## src/include/dso_defs.svh

```systemverilog
// Purpose: Constants for the drive status output block.
// Assumes: Frequencies are in 0.1 Hz steps, percentages in 1 % steps.
// Notes:   Terminal codes above 100 select the inverted form of a flag.
`ifndef DSO_DEFS_SVH
`define DSO_DEFS_SVH

// ----------------------------------------------------------------
// Timing
// ----------------------------------------------------------------
`define DSO_CLK_MHZ         125
`define DSO_REGEN_HOLD_MS   100

// ----------------------------------------------------------------
// Settings and defaults
// ----------------------------------------------------------------
`define DSO_FREQ_W          16
`define DSO_SAME_AS_FIRST   16'h270F
`define DSO_PCT_SCALE       24'h000064
`define DSO_NEG_OFFSET      8'h64

// ----------------------------------------------------------------
// Terminal function codes, positive logic
// ----------------------------------------------------------------
`define DSO_CODE_OFD1       8'h04
`define DSO_CODE_OFD2       8'h05
`define DSO_CODE_OFD3       8'h06
`define DSO_CODE_AT_TARGET  8'h01
`define DSO_CODE_FWD        8'h1E
`define DSO_CODE_REV        8'h1F
`define DSO_CODE_REGEN      8'h20
`define DSO_CODE_SLOW       8'h22
`define DSO_CODE_SPD1       8'h29
`define DSO_CODE_SPD2       8'h2A
`define DSO_CODE_SPD3       8'h2B
`define DSO_CODE_SHUT       8'h5B
`define DSO_CODE_ALARM2     8'h5E

`endif

```

## src/include/dso_pkg.sv

```systemverilog
// Purpose: Types for the drive status output block.
// Assumes: Constants come from dso_defs.svh.
// Notes:   Alarm codes are local numbering, not display codes.
package dso_pkg;

	typedef enum logic [1:0] {
		DSO_CTRL_VF,
		DSO_CTRL_ADV_FLUX,
		DSO_CTRL_SENSORLESS,
		DSO_CTRL_VECTOR
	} dso_ctrl_t;

	typedef enum logic [4:0] {
		DSO_FLT_NONE,
		DSO_FLT_INRUSH,
		DSO_FLT_CPU_A,
		DSO_FLT_CPU_B,
		DSO_FLT_CPU_C,
		DSO_FLT_PARAM_A,
		DSO_FLT_PARAM_B,
		DSO_FLT_AUX_SHORT,
		DSO_FLT_PANEL_SHORT,
		DSO_FLT_GROUND,
		DSO_FLT_PHASE_LOSS,
		DSO_FLT_BRAKE_TR,
		DSO_FLT_OTHER
	} dso_alarm_t;

	typedef enum logic [1:0] {
		DSO_ALST_IDLE,
		DSO_ALST_TRIPPED,
		DSO_ALST_RESETTING
	} dso_alst_t;

endpackage

```

## src/rtl/dso_top.sv

```systemverilog
// Purpose: Drive status flags and their routing to output terminals.
// Assumes: All inputs are synchronous to clock, driven by on-chip logic.
// Notes:   Frequencies are unsigned magnitudes in 0.1 Hz steps.
`timescale 1ns/100ps
`include "dso_defs.svh"

// Operation
// - regen flag high while motor regenerates
// - regen flag held at least 100 ms
// - regen flag low when stopped or pre-exciting
// - regen flag on codes 32 / 132
// - direction and regen flags only in vector
// - direction flags off while drive stopped
// - alarm stop raises both alarm flags
// - secondary alarm stays on during reset
// - secondary alarm on codes 94 / 194
// - relay contact shows primary alarm by default
// - contactor shutoff for eleven circuit-failure alarms
// - contactor shutoff on codes 91 / 191
// - at-target flag within percent band
// - detect flag 1 at threshold 1
// - reverse threshold unless 9999
// - output versus actual-speed comparisons
// - both flag forms together in V/F, flux
// - detect flag 2 at threshold 2
// - detect flag 3 at threshold 3
// - low-speed threshold setting
// - detection flags on their terminal codes
// - low-speed flag below its threshold
// - frequency flags off in brake, pre-excite, tuning
module dso_top #(
	parameter int unsigned REGEN_HOLD_CYC =
		`DSO_REGEN_HOLD_MS * 1000 * `DSO_CLK_MHZ
) (
	input  wire logic               clock,                    // System clock
	input  wire logic               arst_n,                   // Async reset
	input  wire logic [1:0]         control_method,           // dso_ctrl_t
	input  wire logic               drive_stopped,            // No output
	input  wire logic               pre_excite,               // Pre-excitation
	input  wire logic               dc_brake,                 // DC injection
	input  wire logic               start_tuning,             // Start tuning
	input  wire logic               regen_cond,               // Regenerating
	input  wire logic               reverse_dir,              // Reverse turn
	input  wire logic               alarm_stop,               // Alarm stop
	input  wire logic [4:0]         alarm_code,               // dso_alarm_t
	input  wire logic               reset_active,             // Reset period
	input  wire logic [15:0]        output_freq,              // 0.1 Hz
	input  wire logic [15:0]        set_freq,                 // 0.1 Hz
	input  wire logic [15:0]        motor_speed,              // 0.1 Hz
	input  wire logic [6:0]         target_band_percent,      // 0..100
	input  wire logic [15:0]        detect_threshold_1,       // 0.1 Hz
	input  wire logic [15:0]        reverse_detect_threshold, // 0.1 Hz
	input  wire logic [15:0]        detect_threshold_2,       // 0.1 Hz
	input  wire logic [15:0]        detect_threshold_3,       // 0.1 Hz
	input  wire logic [15:0]        low_speed_threshold,      // 0.1 Hz
	input  wire logic [55:0]        terminal_function_codes,  // 7 x 8 bits
	input  wire logic               relay_assign_en,          // Relay by code
	input  wire logic [7:0]         relay_function_code,      // Relay code
	output logic [6:0]              terminal_out_q,           // Terminals
	output logic                    changeover_relay_contact, // Relay
	output logic                    regen_status_flag,        // Regenerating
	output logic                    forward_rotation_flag,    // Forward
	output logic                    reverse_rotation_flag,    // Reverse
	output logic                    primary_alarm_flag,       // Alarm
	output logic                    secondary_alarm_flag,     // Alarm, reset
	output logic                    input_contactor_shutoff_flag, // Shutoff
	output logic                    at_target_frequency_flag, // Up to freq
	output logic                    output_freq_detect_flag_1, // Freq 1
	output logic                    output_freq_detect_flag_2, // Freq 2
	output logic                    output_freq_detect_flag_3, // Freq 3
	output logic                    speed_detect_flag_1,      // Speed 1
	output logic                    speed_detect_flag_2,      // Speed 2
	output logic                    speed_detect_flag_3,      // Speed 3
	output logic                    low_speed_flag            // Low speed
);

	// ----------------------------------------------------------------
	// Helpers
	// ----------------------------------------------------------------
	function automatic logic fdet(
		input logic [15:0] f,
		input logic [15:0] thr
	);
		fdet = (f >= thr);
	endfunction

	// Selects one flag by function code; unknown codes read as off.
	function automatic logic pick(
		input logic [7:0]  code,
		input logic [12:0] fl
	);
		logic [7:0] c;
		logic       neg;
		logic       v;
		c   = code;
		neg = 1'b0;
		v   = 1'b0;
		if (code >= `DSO_NEG_OFFSET) begin
			c   = code - `DSO_NEG_OFFSET;
			neg = 1'b1;
		end
		case (c)
			`DSO_CODE_REGEN:     v = fl[0];
			`DSO_CODE_FWD:       v = fl[1];
			`DSO_CODE_REV:       v = fl[2];
			`DSO_CODE_ALARM2:    v = fl[3];
			`DSO_CODE_SHUT:      v = fl[4];
			`DSO_CODE_AT_TARGET: v = fl[5];
			`DSO_CODE_OFD1:      v = fl[6];
			`DSO_CODE_SPD1:      v = fl[7];
			`DSO_CODE_OFD2:      v = fl[8];
			`DSO_CODE_SPD2:      v = fl[9];
			`DSO_CODE_OFD3:      v = fl[10];
			`DSO_CODE_SPD3:      v = fl[11];
			`DSO_CODE_SLOW:      v = fl[12];
			default:             return 1'b0;
		endcase
		pick = v ^ neg;
	endfunction

	// ----------------------------------------------------------------
	// Operating state decode
	// ----------------------------------------------------------------
	logic vector_mode;
	logic open_loop;
	logic inhibit;
	logic [15:0] speed_cmp;

	assign vector_mode = (control_method == dso_pkg::DSO_CTRL_VECTOR);
	assign open_loop   = (control_method == dso_pkg::DSO_CTRL_VF) ||
	                     (control_method == dso_pkg::DSO_CTRL_ADV_FLUX);
	assign inhibit     = dc_brake || pre_excite || start_tuning;
	assign speed_cmp   = open_loop ? output_freq : motor_speed;

	// ----------------------------------------------------------------
	// Regenerative status with minimum hold
	// ----------------------------------------------------------------
	logic [31:0] regen_cnt_q;
	logic        regen_q;
	logic        regen_ok;

	assign regen_ok = vector_mode && !drive_stopped && !pre_excite;

	always_ff @(posedge clock or negedge arst_n) begin
		if (!arst_n) begin
			regen_q     <= 1'b0;
			regen_cnt_q <= 32'h00000000;
		end else if (!regen_ok) begin
			regen_q     <= 1'b0;
			regen_cnt_q <= 32'h00000000;
		end else if (regen_cond) begin
			regen_q     <= 1'b1;
			regen_cnt_q <= REGEN_HOLD_CYC - 32'h00000001;
		end else if (regen_cnt_q != 32'h00000000) begin
			regen_cnt_q <= regen_cnt_q - 32'h00000001;
		end else begin
			regen_q     <= 1'b0;
		end
	end

	// ----------------------------------------------------------------
	// Rotation direction
	// ----------------------------------------------------------------
	logic fwd_d;
	logic rev_d;
	logic turning;

	assign turning = (motor_speed != 16'h0000);
	assign fwd_d = regen_ok && turning && !reverse_dir;
	assign rev_d = regen_ok && turning && reverse_dir;

	// ----------------------------------------------------------------
	// Alarm sequencing
	// ----------------------------------------------------------------
	dso_pkg::dso_alst_t alst_q;
	logic               shut_class;

	// Keeps the secondary alarm through the reset period after a trip.
	always_ff @(posedge clock or negedge arst_n) begin
		if (!arst_n) begin
			alst_q <= dso_pkg::DSO_ALST_IDLE;
		end else begin
			case (alst_q)
				dso_pkg::DSO_ALST_IDLE: begin
					if (alarm_stop) begin
						alst_q <= dso_pkg::DSO_ALST_TRIPPED;
					end
				end
				dso_pkg::DSO_ALST_TRIPPED: begin
					if (reset_active) begin
						alst_q <= dso_pkg::DSO_ALST_RESETTING;
					end else if (!alarm_stop) begin
						alst_q <= dso_pkg::DSO_ALST_IDLE;
					end
				end
				dso_pkg::DSO_ALST_RESETTING: begin
					if (!reset_active) begin
						alst_q <= alarm_stop ? dso_pkg::DSO_ALST_TRIPPED
						                     : dso_pkg::DSO_ALST_IDLE;
					end
				end
				default: alst_q <= dso_pkg::DSO_ALST_IDLE;
			endcase
		end
	end

	always_comb begin
		case (dso_pkg::dso_alarm_t'(alarm_code))
			dso_pkg::DSO_FLT_INRUSH,
			dso_pkg::DSO_FLT_CPU_A,
			dso_pkg::DSO_FLT_CPU_B,
			dso_pkg::DSO_FLT_CPU_C,
			dso_pkg::DSO_FLT_PARAM_A,
			dso_pkg::DSO_FLT_PARAM_B,
			dso_pkg::DSO_FLT_AUX_SHORT,
			dso_pkg::DSO_FLT_PANEL_SHORT,
			dso_pkg::DSO_FLT_GROUND,
			dso_pkg::DSO_FLT_PHASE_LOSS,
			dso_pkg::DSO_FLT_BRAKE_TR: shut_class = 1'b1;
			default:                   shut_class = 1'b0;
		endcase
	end

	logic alarm1_d;
	logic alarm2_d;
	logic shut_d;

	assign alarm1_d = alarm_stop;
	assign alarm2_d = alarm_stop ||
	                  (alst_q == dso_pkg::DSO_ALST_RESETTING) ||
	                  ((alst_q == dso_pkg::DSO_ALST_TRIPPED) && reset_active);
	assign shut_d = alarm_stop && shut_class;

	// ----------------------------------------------------------------
	// Frequency detection
	// ----------------------------------------------------------------
	logic [15:0] thr1;
	logic [15:0] fdiff;
	logic [23:0] band_lhs;
	logic [23:0] band_rhs;
	logic        band_d;
	logic        ofd1_d;
	logic        ofd2_d;
	logic        ofd3_d;
	logic        spd1_d;
	logic        spd2_d;
	logic        spd3_d;
	logic        slow_d;

	assign thr1 = (reverse_dir &&
	               reverse_detect_threshold != `DSO_SAME_AS_FIRST) ?
	              reverse_detect_threshold : detect_threshold_1;

	assign fdiff    = (output_freq >= set_freq) ? output_freq - set_freq
	                                            : set_freq - output_freq;
	// Cross-multiplied so no divider is needed for the band test.
	assign band_lhs = 24'(fdiff) * `DSO_PCT_SCALE;
	assign band_rhs = 24'(set_freq) * 24'(target_band_percent);

	assign band_d = !inhibit && (band_lhs <= band_rhs);
	assign ofd1_d = !inhibit && fdet(output_freq, thr1);
	assign spd1_d = !inhibit && fdet(speed_cmp, thr1);
	assign ofd2_d = !inhibit && fdet(output_freq, detect_threshold_2);
	assign spd2_d = !inhibit && fdet(speed_cmp, detect_threshold_2);
	assign ofd3_d = !inhibit && fdet(output_freq, detect_threshold_3);
	assign spd3_d = !inhibit && fdet(speed_cmp, detect_threshold_3);
	assign slow_d = !inhibit && !fdet(output_freq, low_speed_threshold);

	// ----------------------------------------------------------------
	// Flag registers
	// ----------------------------------------------------------------
	always_ff @(posedge clock or negedge arst_n) begin
		if (!arst_n) begin
			forward_rotation_flag        <= 1'b0;
			reverse_rotation_flag        <= 1'b0;
			regen_status_flag            <= 1'b0;
			primary_alarm_flag           <= 1'b0;
			secondary_alarm_flag         <= 1'b0;
			input_contactor_shutoff_flag <= 1'b0;
		end else begin
			forward_rotation_flag        <= fwd_d;
			reverse_rotation_flag        <= rev_d;
			regen_status_flag            <= regen_q;
			primary_alarm_flag           <= alarm1_d;
			secondary_alarm_flag         <= alarm2_d;
			input_contactor_shutoff_flag <= shut_d;
		end
	end

	always_ff @(posedge clock or negedge arst_n) begin
		if (!arst_n) begin
			at_target_frequency_flag  <= 1'b0;
			output_freq_detect_flag_1 <= 1'b0;
			output_freq_detect_flag_2 <= 1'b0;
			output_freq_detect_flag_3 <= 1'b0;
			speed_detect_flag_1       <= 1'b0;
			speed_detect_flag_2       <= 1'b0;
			speed_detect_flag_3       <= 1'b0;
			low_speed_flag            <= 1'b0;
		end else begin
			at_target_frequency_flag  <= band_d;
			output_freq_detect_flag_1 <= ofd1_d;
			output_freq_detect_flag_2 <= ofd2_d;
			output_freq_detect_flag_3 <= ofd3_d;
			speed_detect_flag_1       <= spd1_d;
			speed_detect_flag_2       <= spd2_d;
			speed_detect_flag_3       <= spd3_d;
			low_speed_flag            <= slow_d;
		end
	end

	// ----------------------------------------------------------------
	// Terminal routing
	// ----------------------------------------------------------------
	logic [12:0] flags;

	// Same-cycle sources keep terminals in step with the flag outputs.
	assign flags = {slow_d, spd3_d, ofd3_d, spd2_d, ofd2_d, spd1_d, ofd1_d,
	                band_d, shut_d, alarm2_d, rev_d, fwd_d, regen_q};

	always_ff @(posedge clock or negedge arst_n) begin
		if (!arst_n) begin
			terminal_out_q <= 7'h00;
		end else begin
			for (int i = 0; i < 7; i++) begin
				terminal_out_q[i] <=
					pick(terminal_function_codes[i*8 +: 8], flags);
			end
		end
	end

	always_ff @(posedge clock or negedge arst_n) begin
		if (!arst_n) begin
			changeover_relay_contact <= 1'b0;
		end else if (relay_assign_en) begin
			changeover_relay_contact <= pick(relay_function_code, flags);
		end else begin
			changeover_relay_contact <= alarm1_d;
		end
	end

endmodule

```

## config.mk

```make
export PLATFORM = sky130hd
export DESIGN_NAME = dso_top
export DESIGN_NICKNAME = d
export VERILOG_FILES = /design/src/include/dso_pkg.sv /design/src/rtl/dso_top.sv
export VERILOG_INCLUDE_DIRS = /design/src /design/src/include
export SDC_FILE = /design/constraint.sdc
export NUM_CORES = 1
export LEC_CHECK = 0
export ABC_AREA = 1
export ABC_CLOCK_PERIOD_IN_PS = 1900
export BUFFER_PORTS_ARGS = -buffer_cell sky130_fd_sc_hd__clkbuf_2
export CAP_MARGIN = 20
export CORE_ASPECT_RATIO = 1.75
export CORE_MARGIN = 4
export CORE_UTILIZATION = 23
export CTS_CLUSTER_DIAMETER = 30
export DETAILED_ROUTE_END_ITERATION = 8
export RECOVER_POWER = 25
export SETUP_SLACK_MARGIN = 0.15
export SLEW_MARGIN = 20
export SYNTH_ARGS = -nofsm -noshare
export SYNTH_HDL_FRONTEND = slang
export SYNTH_SLANG_ARGS = --single-unit
```

## constraint.sdc

```tcl
create_clock -name clock -period 1.9 [get_ports clock]
set_input_delay 0.285 -clock clock [delete_from_list [all_inputs] [get_ports clock]]
set_output_delay 0.285 -clock clock [all_outputs]
set_load 0.05 [all_outputs]
```

==> out/qor.yml <==
status: "finished, violations left"
violations: "negative setup slack"
ir_drop_mv: 0.923
drv_cap: 0
place_congestion: 0.969
clock_latency_ps: 340
final_common_cell: "nand2_1"
critPathMaxFanout: 7
finClkSkew_ps: 11.8
ys_warn_count: 0
yosysTopAreaCellShare_pct: 19.2
areaGrowthSynthToFinish_pct: 51.8
pin_count: 239
num_rows: 135
grt_busiest_layer: "met2"
hold_violations: 0
final_util_pct: 35.1
synthesis.area_um2: 17900
critPathBufInv: 8
crit_slowest_cell: "fa_1"
die_width_um: 219
async_flop_share_pct: 100
setup_slack_ps: -4090
end_kind: "register"
drt_first_pass_iters: 5
clkTransAtPathRegs_ps: 60
final_cell_mix: "nand2_1 (762), buf_4 (576), inv_1 (508)"
synth_cells: 2967
drc: 0
hold_class: "in -> reg"
ys.flop_type: "dfrtp_1"
port_buffers: 238
yosys.area.top_type: "ha_1"
synth_seq_area_share_pct: 7.98
fmax_mhz: 167
startpoint_type: "primary input"
clock_path_buffers: 2
p_leak_nw: 15.4
cts_max_level: 3
grt_first_pass_wirelength_mm: 114
numCtsBuffers: 9
grt_pass1_vias: 22100
fin_nets: 4371
crit_top_cell: "nand2_1"
initial_core_util_pct: 23.1
drt_iter0_drc: 738
vias: 21700
r2r_start: "regen_cnt_q[0]$_DFFE_PN0P_"
crit_type: "in -> reg"
synth_edf_count: 0
slew_violations: 0
grt_max_degree: 58
grtUsageMet1_pct: 17.3
fin_hold_ws_ps: 103
wl_mm: 74.3
via_per_inst: 4.48
syn-mean-instance-area_um2: 6.02
worstPathRequired_ps: 2120
die_area_um2: 82400
post-place-ws_ps: -4740
min_period_ps: 5990
track_usage_pct: 17.5
drive_gt1_share_pct: 32.0
met2_usage_pct: 33.5
clock_sinks: 57
core_area_um2: 77200
hold_start: "alarm_stop"
rsz0062_at_grt: "yes"
cts_tree: "done"
use_met3_pct: 3.70
die_h_um: 377
period_share_pct: 315
setup_viol: 38
dp_hpwl_mm: 64.4
wire_per_inst_um: 15.4
synth_seq_cells: 57
startpoint: "output_freq[0]"
syn_nets: 3539
p_per_area_nw_per_um2: 975
synthTopCellsByArea: "ha_1 (19%), nand2_1 (17%), inv_1 (11%)"
grt_remaining_overflow: 0
critPathMaxStageDelay_ps: 520
worst_slew_margin_rel_pct: 43.2
arrival_ps: 6210
antenna_left: 0
critical_path.top_delay_family: "adder cells"
setup_tns_ps: -41440
cts_root_buf: "clkbuf_16"
synth.distinct_cells: 56
worstMarginPinSlew_ps: 852
antenna_found_initial: 16
==> worst register-to-register path, stage by stage, from the launching register on <==
cell      delay (ps)
dfrtp_1          400
inv_2             90
ha_4             150
nand2_4           50
nor2_4            90
inv_2             60
nor2_4           160
buf_6            140
inv_4             30
nor4_4           190
inv_2            100
nor3_4           170
nand3b_1         130
inv_2             80
o21ai_2           50
a21oi_1          120
==> per-layer routing <==
| metal | part of all wire (%) | vias to the layer above |
|---|---|---|
| met5 | 0.20 | - |
| met4 | 6.5 | 20 |
| met3 | 5.9 | 217 |
| met2 | 52 | 539 |
| met1 | 36 | 9873 |
| li1 | - | 11000 |
==> state kept, by name (all words and copies together), names as in the netlist <==
register	cells
input_contactor_shutoff_flag	1
terminal_out_q	7
changeover_relay_contact	1
forward_rotation_flag	1
at_target_frequency_flag	1
output_freq_detect_flag_1	1
speed_detect_flag_1	1
output_freq_detect_flag_3	1
regen_q	1
alst_q	2
low_speed_flag	1
secondary_alarm_flag	1
reverse_rotation_flag	1
speed_detect_flag_3	1
regen_cnt_q	32
output_freq_detect_flag_2	1
regen_status_flag	1
primary_alarm_flag	1
speed_detect_flag_2	1
==> repair_timing <==
action | CTS | global route
buffers inserted | 29 | 24
cloned | 2 | 2
gates resized for setup | 237 | 154
hold endpoints to repair | 41 | 0
pin swaps | 103 | 79
hold buffers | 1 | 0
setup endpoints to repair | 46 | 48
==> power by group <==
group / internal [mW] / leakage, nW / switching, mW / total, mW
registers: 1.26 / 0.778 / 0.0332 / 1.30
clock network: 1.15 / 0.152 / 0.645 / 1.79
logic: 11.0 / 14.5 / 12.4 / 23.4
==> logic make-up after synthesis <==
family / Yosys count / synth area share [%]
AOI/OAI and AO/OA: 324 / 10.1
adders and majority gates: 355 / 28.3
muxes: 1 / 0.0630
xor gates and xnor gates: 87 / 4.27
buffers and inverters: 599 / 12.8
and+or+nand+nor: 1544 / 36.5
DFF: 57 / 7.98
==> synthesized netlist by cell type, types with 11 or more instances <==
| cell | number |
|---|---|
| ha_1 | 274 |
| nand3_1 | 244 |
| nor3_1 | 38 |
| nor4_1 | 11 |
| nand2_2 | 32 |
| fa_1 | 81 |
| clkbuf_1 | 36 |
| xnor2_1 | 37 |
| dfrtp_1 | 57 |
| xor2_1 | 50 |
| nor2_1 | 341 |
| inv_1 | 537 |
| nor2_2 | 17 |
| o21ai_0 | 112 |
| nand2_1 | 805 |
| nand4_1 | 21 |
| a21oi_1 | 144 |
==> layout make-up <==
type | instances | area, µm²
fillers | 8315 | 50100
multi-input cells | 2311 | 15600
repair buffers | 868 | 6340
inverters | 551 | 2110
flip-flops and latches | 57 | 1430
well taps | 1027 | 1280
clock buffers | 9 | 225
clock inverters | 7 | 93.8
diodes | 5 | 12.5
repair inverters | 1 | 11.3
==> stage by stage <==
step                      cell area [µm²]  total power [mW]  cells
after detailed placement            24800              22.6   4757
after global placement              24800              22.4   4757
after CTS                           26300              25.8   4805
after global routing                27100              29.3   4833
after floorplan                     18100              14.0   2967
final                               27100              26.4   4836
==> worst paths after layout <==
kind / slack (ps) / endpoint / cells past startpoint
worst max-delay path: -4090 / terminal_out_q[1]$_DFF_PN0_ / 41
worst min-delay path: 100 / primary_alarm_flag$_DFF_PN0_ / 1
worst max register to register: -180 / regen_cnt_q[30]$_DFFE_PN0P_ / 15
worst min register to register: 490 / alst_q[0]$_DFFE_PN0P_ / 1
max in group asynchronous: 540 / regen_cnt_q[25]$_DFFE_PN0P_ / 3
min in group asynchronous: 770 / regen_cnt_q[21]$_DFFE_PN0P_ / 3
Note: power is estimated with default switching activity, not from simulation.
